`src/design/input_latch_debounce_pkg.sv`:
```
// shared constants for the debounced input latch block
`default_nettype none
package input_latch_debounce_pkg;

  // ----------------------------------------------------------------
  // clock
  // ----------------------------------------------------------------
  localparam int unsigned CLK_PERIOD_NS = 50;

  // ----------------------------------------------------------------
  // debounce times, in ns, and their cycle counts
  // ----------------------------------------------------------------
  localparam int unsigned T_0MS_NS = 0;
  localparam int unsigned T_0P0005MS_NS = 500;
  localparam int unsigned T_0P001MS_NS = 1000;
  localparam int unsigned T_0P002MS_NS = 2000;
  localparam int unsigned T_0P005MS_NS = 5000;
  localparam int unsigned T_0P01MS_NS = 10000;
  localparam int unsigned T_0P05MS_NS = 50000;
  localparam int unsigned T_0P1MS_NS = 100000;
  localparam int unsigned T_0P25MS_NS = 250000;
  localparam int unsigned T_0P5MS_NS = 500000;
  localparam int unsigned T_1MS_NS = 1000000;
  localparam int unsigned T_2MS_NS = 2000000;
  localparam int unsigned T_4MS_NS = 4000000;
  localparam int unsigned T_12MS_NS = 12000000;

  // least times: round up to whole cycles
  localparam int unsigned CYC_0P0005MS = (T_0P0005MS_NS + CLK_PERIOD_NS - 1) / CLK_PERIOD_NS;
  localparam int unsigned CYC_0P001MS = (T_0P001MS_NS + CLK_PERIOD_NS - 1) / CLK_PERIOD_NS;
  localparam int unsigned CYC_0P002MS = (T_0P002MS_NS + CLK_PERIOD_NS - 1) / CLK_PERIOD_NS;
  localparam int unsigned CYC_0P005MS = (T_0P005MS_NS + CLK_PERIOD_NS - 1) / CLK_PERIOD_NS;
  localparam int unsigned CYC_0P01MS = (T_0P01MS_NS + CLK_PERIOD_NS - 1) / CLK_PERIOD_NS;
  localparam int unsigned CYC_0P05MS = (T_0P05MS_NS + CLK_PERIOD_NS - 1) / CLK_PERIOD_NS;
  localparam int unsigned CYC_0P1MS = (T_0P1MS_NS + CLK_PERIOD_NS - 1) / CLK_PERIOD_NS;
  localparam int unsigned CYC_0P25MS = (T_0P25MS_NS + CLK_PERIOD_NS - 1) / CLK_PERIOD_NS;
  localparam int unsigned CYC_0P5MS = (T_0P5MS_NS + CLK_PERIOD_NS - 1) / CLK_PERIOD_NS;
  localparam int unsigned CYC_1MS = (T_1MS_NS + CLK_PERIOD_NS - 1) / CLK_PERIOD_NS;
  localparam int unsigned CYC_2MS = (T_2MS_NS + CLK_PERIOD_NS - 1) / CLK_PERIOD_NS;
  localparam int unsigned CYC_4MS = (T_4MS_NS + CLK_PERIOD_NS - 1) / CLK_PERIOD_NS;
  localparam int unsigned CYC_12MS = (T_12MS_NS + CLK_PERIOD_NS - 1) / CLK_PERIOD_NS;

  // counter must hold the longest count (240000)
  localparam int unsigned CNT_W = 18;

  // ----------------------------------------------------------------
  // filter time selection codes
  // ----------------------------------------------------------------
  localparam int unsigned FILT_W = 4;
  localparam logic [FILT_W-1:0] FILT_0MS = 4'h0;
  localparam logic [FILT_W-1:0] FILT_0P0005MS = 4'h1;
  localparam logic [FILT_W-1:0] FILT_0P001MS = 4'h2;
  localparam logic [FILT_W-1:0] FILT_0P002MS = 4'h3;
  localparam logic [FILT_W-1:0] FILT_0P005MS = 4'h4;
  localparam logic [FILT_W-1:0] FILT_0P01MS = 4'h5;
  localparam logic [FILT_W-1:0] FILT_0P05MS = 4'h6;
  localparam logic [FILT_W-1:0] FILT_0P1MS = 4'h7;
  localparam logic [FILT_W-1:0] FILT_0P25MS = 4'h8;
  localparam logic [FILT_W-1:0] FILT_0P5MS = 4'h9;
  localparam logic [FILT_W-1:0] FILT_1MS = 4'ha;
  localparam logic [FILT_W-1:0] FILT_2MS = 4'hb;
  localparam logic [FILT_W-1:0] FILT_4MS = 4'hc;
  localparam logic [FILT_W-1:0] FILT_12MS = 4'hd;
  localparam logic [FILT_W-1:0] FILT_RESET = FILT_4MS;

  // ----------------------------------------------------------------
  // latch mode codes
  // ----------------------------------------------------------------
  localparam int unsigned LATCH_W = 3;
  localparam logic [LATCH_W-1:0] LATCH_OFF = 3'h0;
  localparam logic [LATCH_W-1:0] LATCH_RISE_AUTO = 3'h1;
  localparam logic [LATCH_W-1:0] LATCH_FALL_AUTO = 3'h2;
  localparam logic [LATCH_W-1:0] LATCH_BOTH_AUTO = 3'h3;
  localparam logic [LATCH_W-1:0] LATCH_RISE_MAN = 3'h4;
  localparam logic [LATCH_W-1:0] LATCH_FALL_MAN = 3'h5;
  localparam logic [LATCH_W-1:0] LATCH_BOTH_MAN = 3'h6;
  localparam logic [LATCH_W-1:0] LATCH_RESET = LATCH_OFF;

endpackage
`default_nettype wire

```
`src/design/input_debounce.sv`:
```
// one channel of input debounce filtering
`default_nettype none
module input_debounce
  import input_latch_debounce_pkg::*;
(
  input wire logic core_clk_i,
  input wire logic srst_i,
  input wire logic din_i,
  input wire logic [CNT_W-1:0] limit_i,
  output logic level_o
);

  typedef struct packed {
    logic level;
    logic [CNT_W-1:0] cnt;
  } deb_state_t;

  deb_state_t st_reg;
  deb_state_t st_next;

  // ----------------------------------------------------------------
  // filter
  // ----------------------------------------------------------------
  // the new level must differ for limit+1 cycles, i.e. longer than the filter time
  always_comb begin
    st_next = st_reg;
    if (din_i == st_reg.level) begin
      st_next.cnt = '0;
    end else if (st_reg.cnt >= limit_i) begin
      st_next.level = din_i;
      st_next.cnt = '0;
    end else begin
      st_next.cnt = st_reg.cnt + 1'b1;
    end
  end

  always_ff @(posedge core_clk_i) begin
    if (srst_i) begin
      st_reg <= '0;
    end else begin
      st_reg <= st_next;
    end
  end

  assign level_o = st_reg.level;
endmodule // input_debounce
`default_nettype wire

```
`src/design/input_latch_debounce.sv`:
```
// debounced digital inputs with edge latch and host acknowledge
`default_nettype none

// Overview of operation
// code 0 off; 1,4 rise; 2,5 fall; 3,6 both
// qualifying pulse is held for later scan
// codes 1-3 auto ack, 4-6 manual ack
// level changes only after persisting beyond filter
// fourteen filter times, default 4 ms
// manual holds until ack; auto clears after report
module input_latch_debounce
  import input_latch_debounce_pkg::*;
#(
  parameter int NUM_CH = 2,
  parameter int unsigned FILT_CYC_0P25MS = CYC_0P25MS,
  parameter int unsigned FILT_CYC_0P5MS = CYC_0P5MS,
  parameter int unsigned FILT_CYC_1MS = CYC_1MS,
  parameter int unsigned FILT_CYC_2MS = CYC_2MS,
  parameter int unsigned FILT_CYC_4MS = CYC_4MS,
  parameter int unsigned FILT_CYC_12MS = CYC_12MS
) (
  input wire logic core_clk_i,
  input wire logic srst_i,
  input wire logic [NUM_CH-1:0] field_in_i,
  input wire logic cfg_load_i,
  input wire logic [NUM_CH*LATCH_W-1:0] latch_mode_i,
  input wire logic [NUM_CH*FILT_W-1:0] input_debounce_time_i,
  input wire logic scan_i,
  input wire logic [NUM_CH-1:0] ack_i,
  output logic [NUM_CH-1:0] filt_level_o,
  output logic [NUM_CH-1:0] latched_o,
  output logic [NUM_CH-1:0] scan_event_o
);

  typedef struct packed {
    logic [NUM_CH-1:0][LATCH_W-1:0] mode;
    logic [NUM_CH-1:0][FILT_W-1:0] filt;
    logic [NUM_CH-1:0] level;
    logic [NUM_CH-1:0] latch;
    logic [NUM_CH-1:0] event_seen;
  } top_state_t;

  top_state_t st_reg;
  top_state_t st_next;
  logic [NUM_CH-1:0] deb_level;
  logic [NUM_CH-1:0][CNT_W-1:0] limit;
  logic [NUM_CH-1:0] rise;
  logic [NUM_CH-1:0] fall;
  logic [NUM_CH-1:0] hit;
  logic [NUM_CH-1:0] manual;

  // ----------------------------------------------------------------
  // filter time lookup
  // ----------------------------------------------------------------
  // unknown codes fall back to no filtering rather than a surprise delay
  function automatic logic [CNT_W-1:0] filt_cycles(input logic [FILT_W-1:0] code);
    logic [CNT_W-1:0] r;
    case (code)
      FILT_0MS: r = CNT_W'(T_0MS_NS);
      FILT_0P0005MS: r = CNT_W'(CYC_0P0005MS);
      FILT_0P001MS: r = CNT_W'(CYC_0P001MS);
      FILT_0P002MS: r = CNT_W'(CYC_0P002MS);
      FILT_0P005MS: r = CNT_W'(CYC_0P005MS);
      FILT_0P01MS: r = CNT_W'(CYC_0P01MS);
      FILT_0P05MS: r = CNT_W'(CYC_0P05MS);
      FILT_0P1MS: r = CNT_W'(CYC_0P1MS);
      FILT_0P25MS: r = CNT_W'(FILT_CYC_0P25MS);
      FILT_0P5MS: r = CNT_W'(FILT_CYC_0P5MS);
      FILT_1MS: r = CNT_W'(FILT_CYC_1MS);
      FILT_2MS: r = CNT_W'(FILT_CYC_2MS);
      FILT_4MS: r = CNT_W'(FILT_CYC_4MS);
      FILT_12MS: r = CNT_W'(FILT_CYC_12MS);
      default: r = '0;
    endcase
    return r;
  endfunction

  // ----------------------------------------------------------------
  // per-channel debounce filters
  // ----------------------------------------------------------------
  for (genvar c = 0; c < NUM_CH; c++) begin : g_ch
    assign limit[c] = filt_cycles(st_reg.filt[c]);

    input_debounce u_deb (
      .core_clk_i(core_clk_i),
      .srst_i(srst_i),
      .din_i(field_in_i[c]),
      .limit_i(limit[c]),
      .level_o(deb_level[c])
    );

    assign rise[c] = deb_level[c] & ~st_reg.level[c];
    assign fall[c] = ~deb_level[c] & st_reg.level[c];
    assign manual[c] = (st_reg.mode[c] >= LATCH_RISE_MAN);
    always_comb begin
      case (st_reg.mode[c])
        LATCH_RISE_AUTO, LATCH_RISE_MAN: hit[c] = rise[c];
        LATCH_FALL_AUTO, LATCH_FALL_MAN: hit[c] = fall[c];
        LATCH_BOTH_AUTO, LATCH_BOTH_MAN: hit[c] = rise[c] | fall[c];
        default: hit[c] = 1'b0;
      endcase
    end
  end

  // ----------------------------------------------------------------
  // latch and report
  // ----------------------------------------------------------------
  // a new edge in the clearing cycle wins, so a pulse that meets a scan or ack is not dropped
  always_comb begin
    st_next = st_reg;
    for (int c = 0; c < NUM_CH; c++) begin
      if (cfg_load_i) begin
        // codes above the documented range are taken as latch off
        if (latch_mode_i[c*LATCH_W +: LATCH_W] > LATCH_BOTH_MAN) begin
          st_next.mode[c] = LATCH_OFF;
        end else begin
          st_next.mode[c] = latch_mode_i[c*LATCH_W +: LATCH_W];
        end
        st_next.filt[c] = input_debounce_time_i[c*FILT_W +: FILT_W];
      end
      st_next.level[c] = deb_level[c];
      if (scan_i) begin
        st_next.event_seen[c] = st_reg.latch[c];
      end
      if (st_reg.mode[c] == LATCH_OFF) begin
        st_next.latch[c] = 1'b0;
      end else begin
        if (manual[c] && ack_i[c]) begin
          st_next.latch[c] = 1'b0;
        end
        if (!manual[c] && scan_i) begin
          st_next.latch[c] = 1'b0;
        end
        if (hit[c]) begin
          st_next.latch[c] = 1'b1;
        end
      end
    end
  end

  always_ff @(posedge core_clk_i) begin
    if (srst_i) begin
      st_reg.mode <= {NUM_CH{LATCH_RESET}};
      st_reg.filt <= {NUM_CH{FILT_RESET}};
      st_reg.level <= '0;
      st_reg.latch <= '0;
      st_reg.event_seen <= '0;
    end else begin
      st_reg <= st_next;
    end
  end

  assign filt_level_o = st_reg.level;
  assign latched_o = st_reg.latch;
  assign scan_event_o = st_reg.event_seen;

  for (genvar c = 0; c < NUM_CH; c++) begin : g_chk

  end
endmodule // input_latch_debounce
`default_nettype wire

```
`config.mk`:
```
export PLATFORM = sky130hd
export DESIGN_NAME = input_latch_debounce
export DESIGN_NICKNAME = d
export VERILOG_FILES = /design/src/design/input_latch_debounce_pkg.sv /design/src/design/input_debounce.sv /design/src/design/input_latch_debounce.sv
export SDC_FILE = /design/constraint.sdc
export NUM_CORES = 1
export LEC_CHECK = 0
export BUFFER_PORTS_ARGS = -buffer_cell sky130_fd_sc_hd__buf_2
export CAP_MARGIN = 40
export CORE_MARGIN = 5
export CORE_UTILIZATION = 55
export DETAILED_ROUTE_END_ITERATION = 16
export PLACE_DENSITY = 0.76
export SYNTH_ARGS = -nofsm -noshare
export SYNTH_HDL_FRONTEND = slang
export SYNTH_SLANG_ARGS = --single-unit
```
`constraint.sdc`:
```
create_clock -name core_clk_i -period 1.7 [get_ports core_clk_i]
set_input_delay 0.34 -clock core_clk_i [delete_from_list [all_inputs] [get_ports core_clk_i]]
set_output_delay 0.34 -clock core_clk_i [all_outputs]
set_load 0.05 [all_outputs]
```
== After elaboration in Yosys (flattened, before gate mapping) ==
Memory sizes are Yosys's and may differ from the RTL's. A register that Yosys moved wholly into a read port is not among the register bits.
Cells that the tools add are included.
W data, S select, Z words.
Operators by class
  $add $sub $neg: 2
  $lt $le $gt $ge: 6
  eq/ne operators: 14
  multiplexer cells: 14
  bitwise operators: 12
  reduce and logical (&&, ||, !) cells: 22
Operator list (count)
  $add A18 B1 Y18 const B: 2
  $ge A18 B18 Y1: 2
  $eq A3 B3 Y1 const B: 6
  $mux W4: 4
  $reduce_or A2 Y1: 8
  $eq A3 B2 Y1 const B: 4
  $eq A3 B1 Y1 const B: 2
  $ge A3 B3 Y1 const B: 2
  $gt A3 B3 Y1 const B: 2
  $logic_not A3 Y1: 2
  $mux W1: 6
  $mux W3: 2
  $not A1 Y1: 6
  $pmux W1 S3: 2
  $reduce_bool A3 Y1: 2
  $reduce_or A3 Y1: 2
  $and A1 B1 Y1: 4
  $logic_and A1 B1 Y1: 4
  $reduce_and A2 Y1: 2
  $eq A1 B1 Y1: 2
  $logic_not A1 Y1: 2
  $or A1 B1 Y1: 2
Word-level totals
  register bits: 58
  ROM bits: 544
  input port bits: 22
  memories: 2
Memories
  (no name shown): depth 16, bits a word 17, read ports 1, clocked after memory_dff 1, wr ports 0, RTL line input_latch_debounce.sv:58  | case (code)
  (no name shown): depth 16, bits a word 17, read ports 1, clocked after memory_dff 1, wr ports 0, RTL line input_latch_debounce.sv:58

== Longest topological paths before layout ==
  depth after elaboration: 5
  gate-level depth with buffers: 8

== Hierarchy ==
A second synthesis with hierarchy kept.
Second synthesis, totals
  cells, all modules: 578
  area total of the unflattened synthesis: 4958.5 um2
Modules (own cells, without submodules)
  input_latch_debounce: instances 1, cells an instance 276, area an instance 2496.1 um2, sequential area each 1081.0 um2
  input_debounce: instances 2, cells an instance 151, area an instance 1231.2 um2, sequential area each 380.4 um2

== Worst setup path after synthesis ==
No wires, ideal clock.
  kind: register to register
  start: reg g_ch[0].u_deb.st_reg[3] (netlist bit)
  end: reg g_ch[0].u_deb.st_reg[10] (netlist bit)
  library setup time: 0.064 ns
  data arrival time: 1.680 ns
  slack: -0.044 ns
  cell stages (with the launch flop): 8
  period minus slack after synthesis: 1.744 ns
  cells stage by stage: dfxtp_1 ha_1 a21oi_1 nor2_1 o311ai_2 nand4_2 buf_2 nor2_1
On the way
  cells in the longest elaborated chain, start to end: 2
Ends and longest elaborated chain
  start, declared: RTL line input_debounce.sv:18  | deb_state_t st_reg;
  start signal, assigned: RTL line input_debounce.sv:41  | st_reg <= st_next;
  $ge A18 B18 Y1: RTL line input_debounce.sv:29  | end else if (st_reg.cnt >= limit_i) begin
  $reduce_or A3 Y1 (no line)
Several ways; a longest one is shown, not always the timed one.
A chain may end at the register's enable or synchronous reset.

== Final worst setup path ==
  start: reg limit[33] (netlist name)
  end: reg g_ch[1].u_deb.st_reg (netlist bit g_ch[1].u_deb.level_o)
On the way
  cells in the longest elaborated chain, start to end: 2
Ends and longest elaborated chain (RTL line)
  $ge A18 B18 Y1: input_debounce.sv:29
  $reduce_and A2 Y1 (no line)
  end signal, assigned: input_debounce.sv:41
  end, declared: input_debounce.sv:18
No other way between the ends.

==> out/results.ini <==
[hold_path]
hold_depth = 2
worstHoldStart = input_debounce_time_i[6]
hp-class = in -> reg
whs_endpoint = st_reg[12]$_SDFFE_PP1P_

[synth]
synth_edf_count = 0
synth-seq-area-share_pct = 38.7
synth-compound-area-share_pct = 10.5
yosysMostFrequentCell = dfxtp_1
netlist_top_cells_count = 92 x dfxtp_1, 67 x nor2_1, 58 x inv_1
synth_area_leader_cell = dfxtp_1
yosysTopAreaCellShare_pct = 38.7
synthCells = 549
yosys_warnings = 0
synthMuxAreaShare_pct = 3.42
netlist_area_sq_um = 4760
synthAdderAreaFrac_pct = 13.7
ys_types = 45
synth-main-ff-cell = dfxtp_1
netlist_top_cells_area = dfxtp_1 39%, ha_1 14%, nor2_1 5.3%, inv_1 4.6%, xor2_1 3.5%
syn_nets = 623
async_reset_ff_share_pct = 0
ys_ff_latch = 92
synth_xor_area_share_pct = 6.08
synth-simple-area-share_pct = 20.1
synth_top_family_by_area = simple AND/OR/NAND/NOR gates
syn_area_per_cell_sq_um = 8.66

[detailed_routing]
firstDrtPassIters = 5
drt.antenna.violating_nets = 0
drc = 0
routed-via-count = 3897
finalWirelength_um = 10300
drt_iter0_markers = 149
viasPerCell = 5.27
wire_per_inst_um = 13.9

[global_routing]
grt-ovfl-total = 0
grt_usage_pct = 19.6
top_usage_layer = met2
grt_util_met3_pct = 3.92
antenna_found_initial = 0
use_met2_pct = 32.8
first_global_vias = 3772
use_met1_pct = 25.6
grt_pass1_wl_um = 16700
grt_max_degree = 19

[placed_design]
place.gp.congestion = 0.896
dp_hpwl_um = 7420
port_buffers = 27
dp_cells = 721

[clock_network]
h-tree-depth = 3
clock_tree.root_cell = clkbuf_8
path_clk_slew_ns = 0.08
clockBufferDepth = 2
ctsHoldBuffers = 0
clock_latency_ns = 0.36
cts.sinks = 92
cts_tree = done
numCtsBuffers = 9

[pwr]
switching_share_pct = 26.4
power_density_nw_per_um2 = 751
p_int_mw = 3.19
p_leak_nw = 2.53
share_comb_of_total_power_pct = 13.0
power_mw = 4.33
p_switching_mw = 1.14
ir_drop_v = 0.000456
seqPwrFrac_pct = 52.9
pwr-share-clk_pct = 34.1

[sta]
hold_viol_final = 0
fin_crit_sh_pct = 105
setup_violations = 22
tightest_slew_ns = 0.417
max_clock_freq_ghz = 0.561
fin_ws_ns = -0.0823
rsz0062_at_grt = yes
period_needed_ns = 1.78
slew_headroom_pct = 72.1
clock_skew_ns = 0.0202
drv_slew = 0

[status]
violations = setup timing
outcome = complete, but fails checks

[worst_setup_path]
cp_num_buf_inv = 2
r2r_end = g_ch[1].u_deb.level_o$_SDFFE_PP0P_
crit_slowest_cell = dfxtp_1
cp.arrival_ns = 2.02
required_ns = 1.94
critPathCaptureType = register
worstSetupStartpointType = register
crit_family = simple AND/OR/NAND/NOR gates
rr_worst_depth = 8
r2r_setup_slack_ns = -0.08
path_cells = inv_1, ha_4, nand4_1, nor3_2, buf_4, a22oi_2, nand3_1, mux2_4
critPathKind = reg -> reg
timing.rr.start = limit[33]$_SDFF_PP0_
slowest_delay_ns = 0.32
crit_start = limit[33]$_SDFF_PP0_
crit_fanout = 2

[floorplan]
die_w_um = 103
dieHeight_um = 103
start_util_pct = 55.3
io_pins = 28
fp.coreArea_sq_um = 8590
rows = 34
die_area_sq_um = 10600

[final_layout]
drive_gt1_share_pct = 24.9
final_util_pct = 67.1
largest_reg_flops = 36
finalNetCount = 700
finalNonFillerCells = 739
syn_to_final_growth_pct = 21.2
antennaDiodeCount = 0

[run]
maxCapViolations = 0

## worst max-delay path by stage
stage	endpoint	cells past startpoint	slack [ns]
final	g_ch[1].u_deb.level_o$_SDFFE_PP0P_	8	-0.08
after global routing	g_ch[1].u_deb.level_o$_SDFFE_PP0P_	8	-0.16
after CTS	g_ch[0].u_deb.st_reg[12]$_SDFF_PP0_	8	-0.0009
after detailed placement	g_ch[0].u_deb.level_o$_SDFFE_PP0P_	7	-0.13
after global placement	g_ch[0].u_deb.level_o$_SDFFE_PP0P_	7	-0.04
after floorplan	g_ch[0].u_deb.st_reg[10]$_SDFF_PP0_	7	0.009
## power groups by stage
stage                     Clock (mW)  Sequential [mW]  Combinational (mW)
after floorplan                    0             2.32               0.341
after global placement             0             2.33               0.497
after detailed placement           0             2.34               0.519
after CTS                       1.48             2.28               0.533
after global routing            1.59             2.30               0.632
final                           1.48             2.29               0.564
## repair_timing
action                                  CTS  global route
gates resized for setup                  13            26
buffers inserted                          0             2
pin swaps                                 5             9
endpoints found under the setup margin   33            38
## layout make-up
type                       instances  area [sq um]
clock inverter                     5          61.3
timing repair buffer              88           618
inverter                          61           229
clock buffer                      11           131
sequential                        92          1860
fill                             636          2830
tap                              108           135
multi-input combinational        374          2730
## kinds of logic after synthesis
group                    after synthesis
AND/OR/NAND/NOR                      195
flip-flops                            92
buffers and inverters                 83
AO/OA/AOI/OAI                         78
adder cells (fa/ha/maj)               52
XOR/XNOR                              33
multiplexers                          16
## metal layers
layer  vias to the layer above  wire length (um)
met5                         -                 0
met4                         0               167
met3                        18               436
met2                        93              4860
met1                      1802              4820
li1                       1984                 -
## cells in the final DEF (no fill, tap or decap), drive strengths merged, types with 9 or more instances in the layout
cell type and count:
a21oi 28, clkbuf 11, buf 88, xor2 19, ha 52, nand4 18, nand2 43, mux2i 14
dfxtp 92, nor2 70, nand3 22, xnor2 14, nand2b 9, o21ai 17, inv 61
## worst register-to-register path, delay by kind of cell (launching register included)
kind / cells / cell delay (ns)
simple gates: 3 / 0.51
flops: 1 / 0.32
mux: 1 / 0.30
fa+ha+maj: 1 / 0.27
buf+inv: 2 / 0.22
compound gates: 1 / 0.06
## metrics by stage
| step | instance area (sq um) | setup WS, ns | setup TNS (ns) | hold slack, ns |
|---|---|---|---|---|
| CTS | 5610 | -0.000908 | -0.000908 | 0.206 |
| floorplan | 4770 | 0.00909 | 0 | 0.425 |
| global route | 5760 | -0.162 | -4.58 | 0.196 |
| finish | 5760 | -0.0823 | -0.813 | 0.218 |
| global placement | 5370 | -0.0368 | -0.0847 | 0.442 |
| detailed placement | 5370 | -0.129 | -0.824 | 0.446 |
Power figures use the tool's default switching activity.
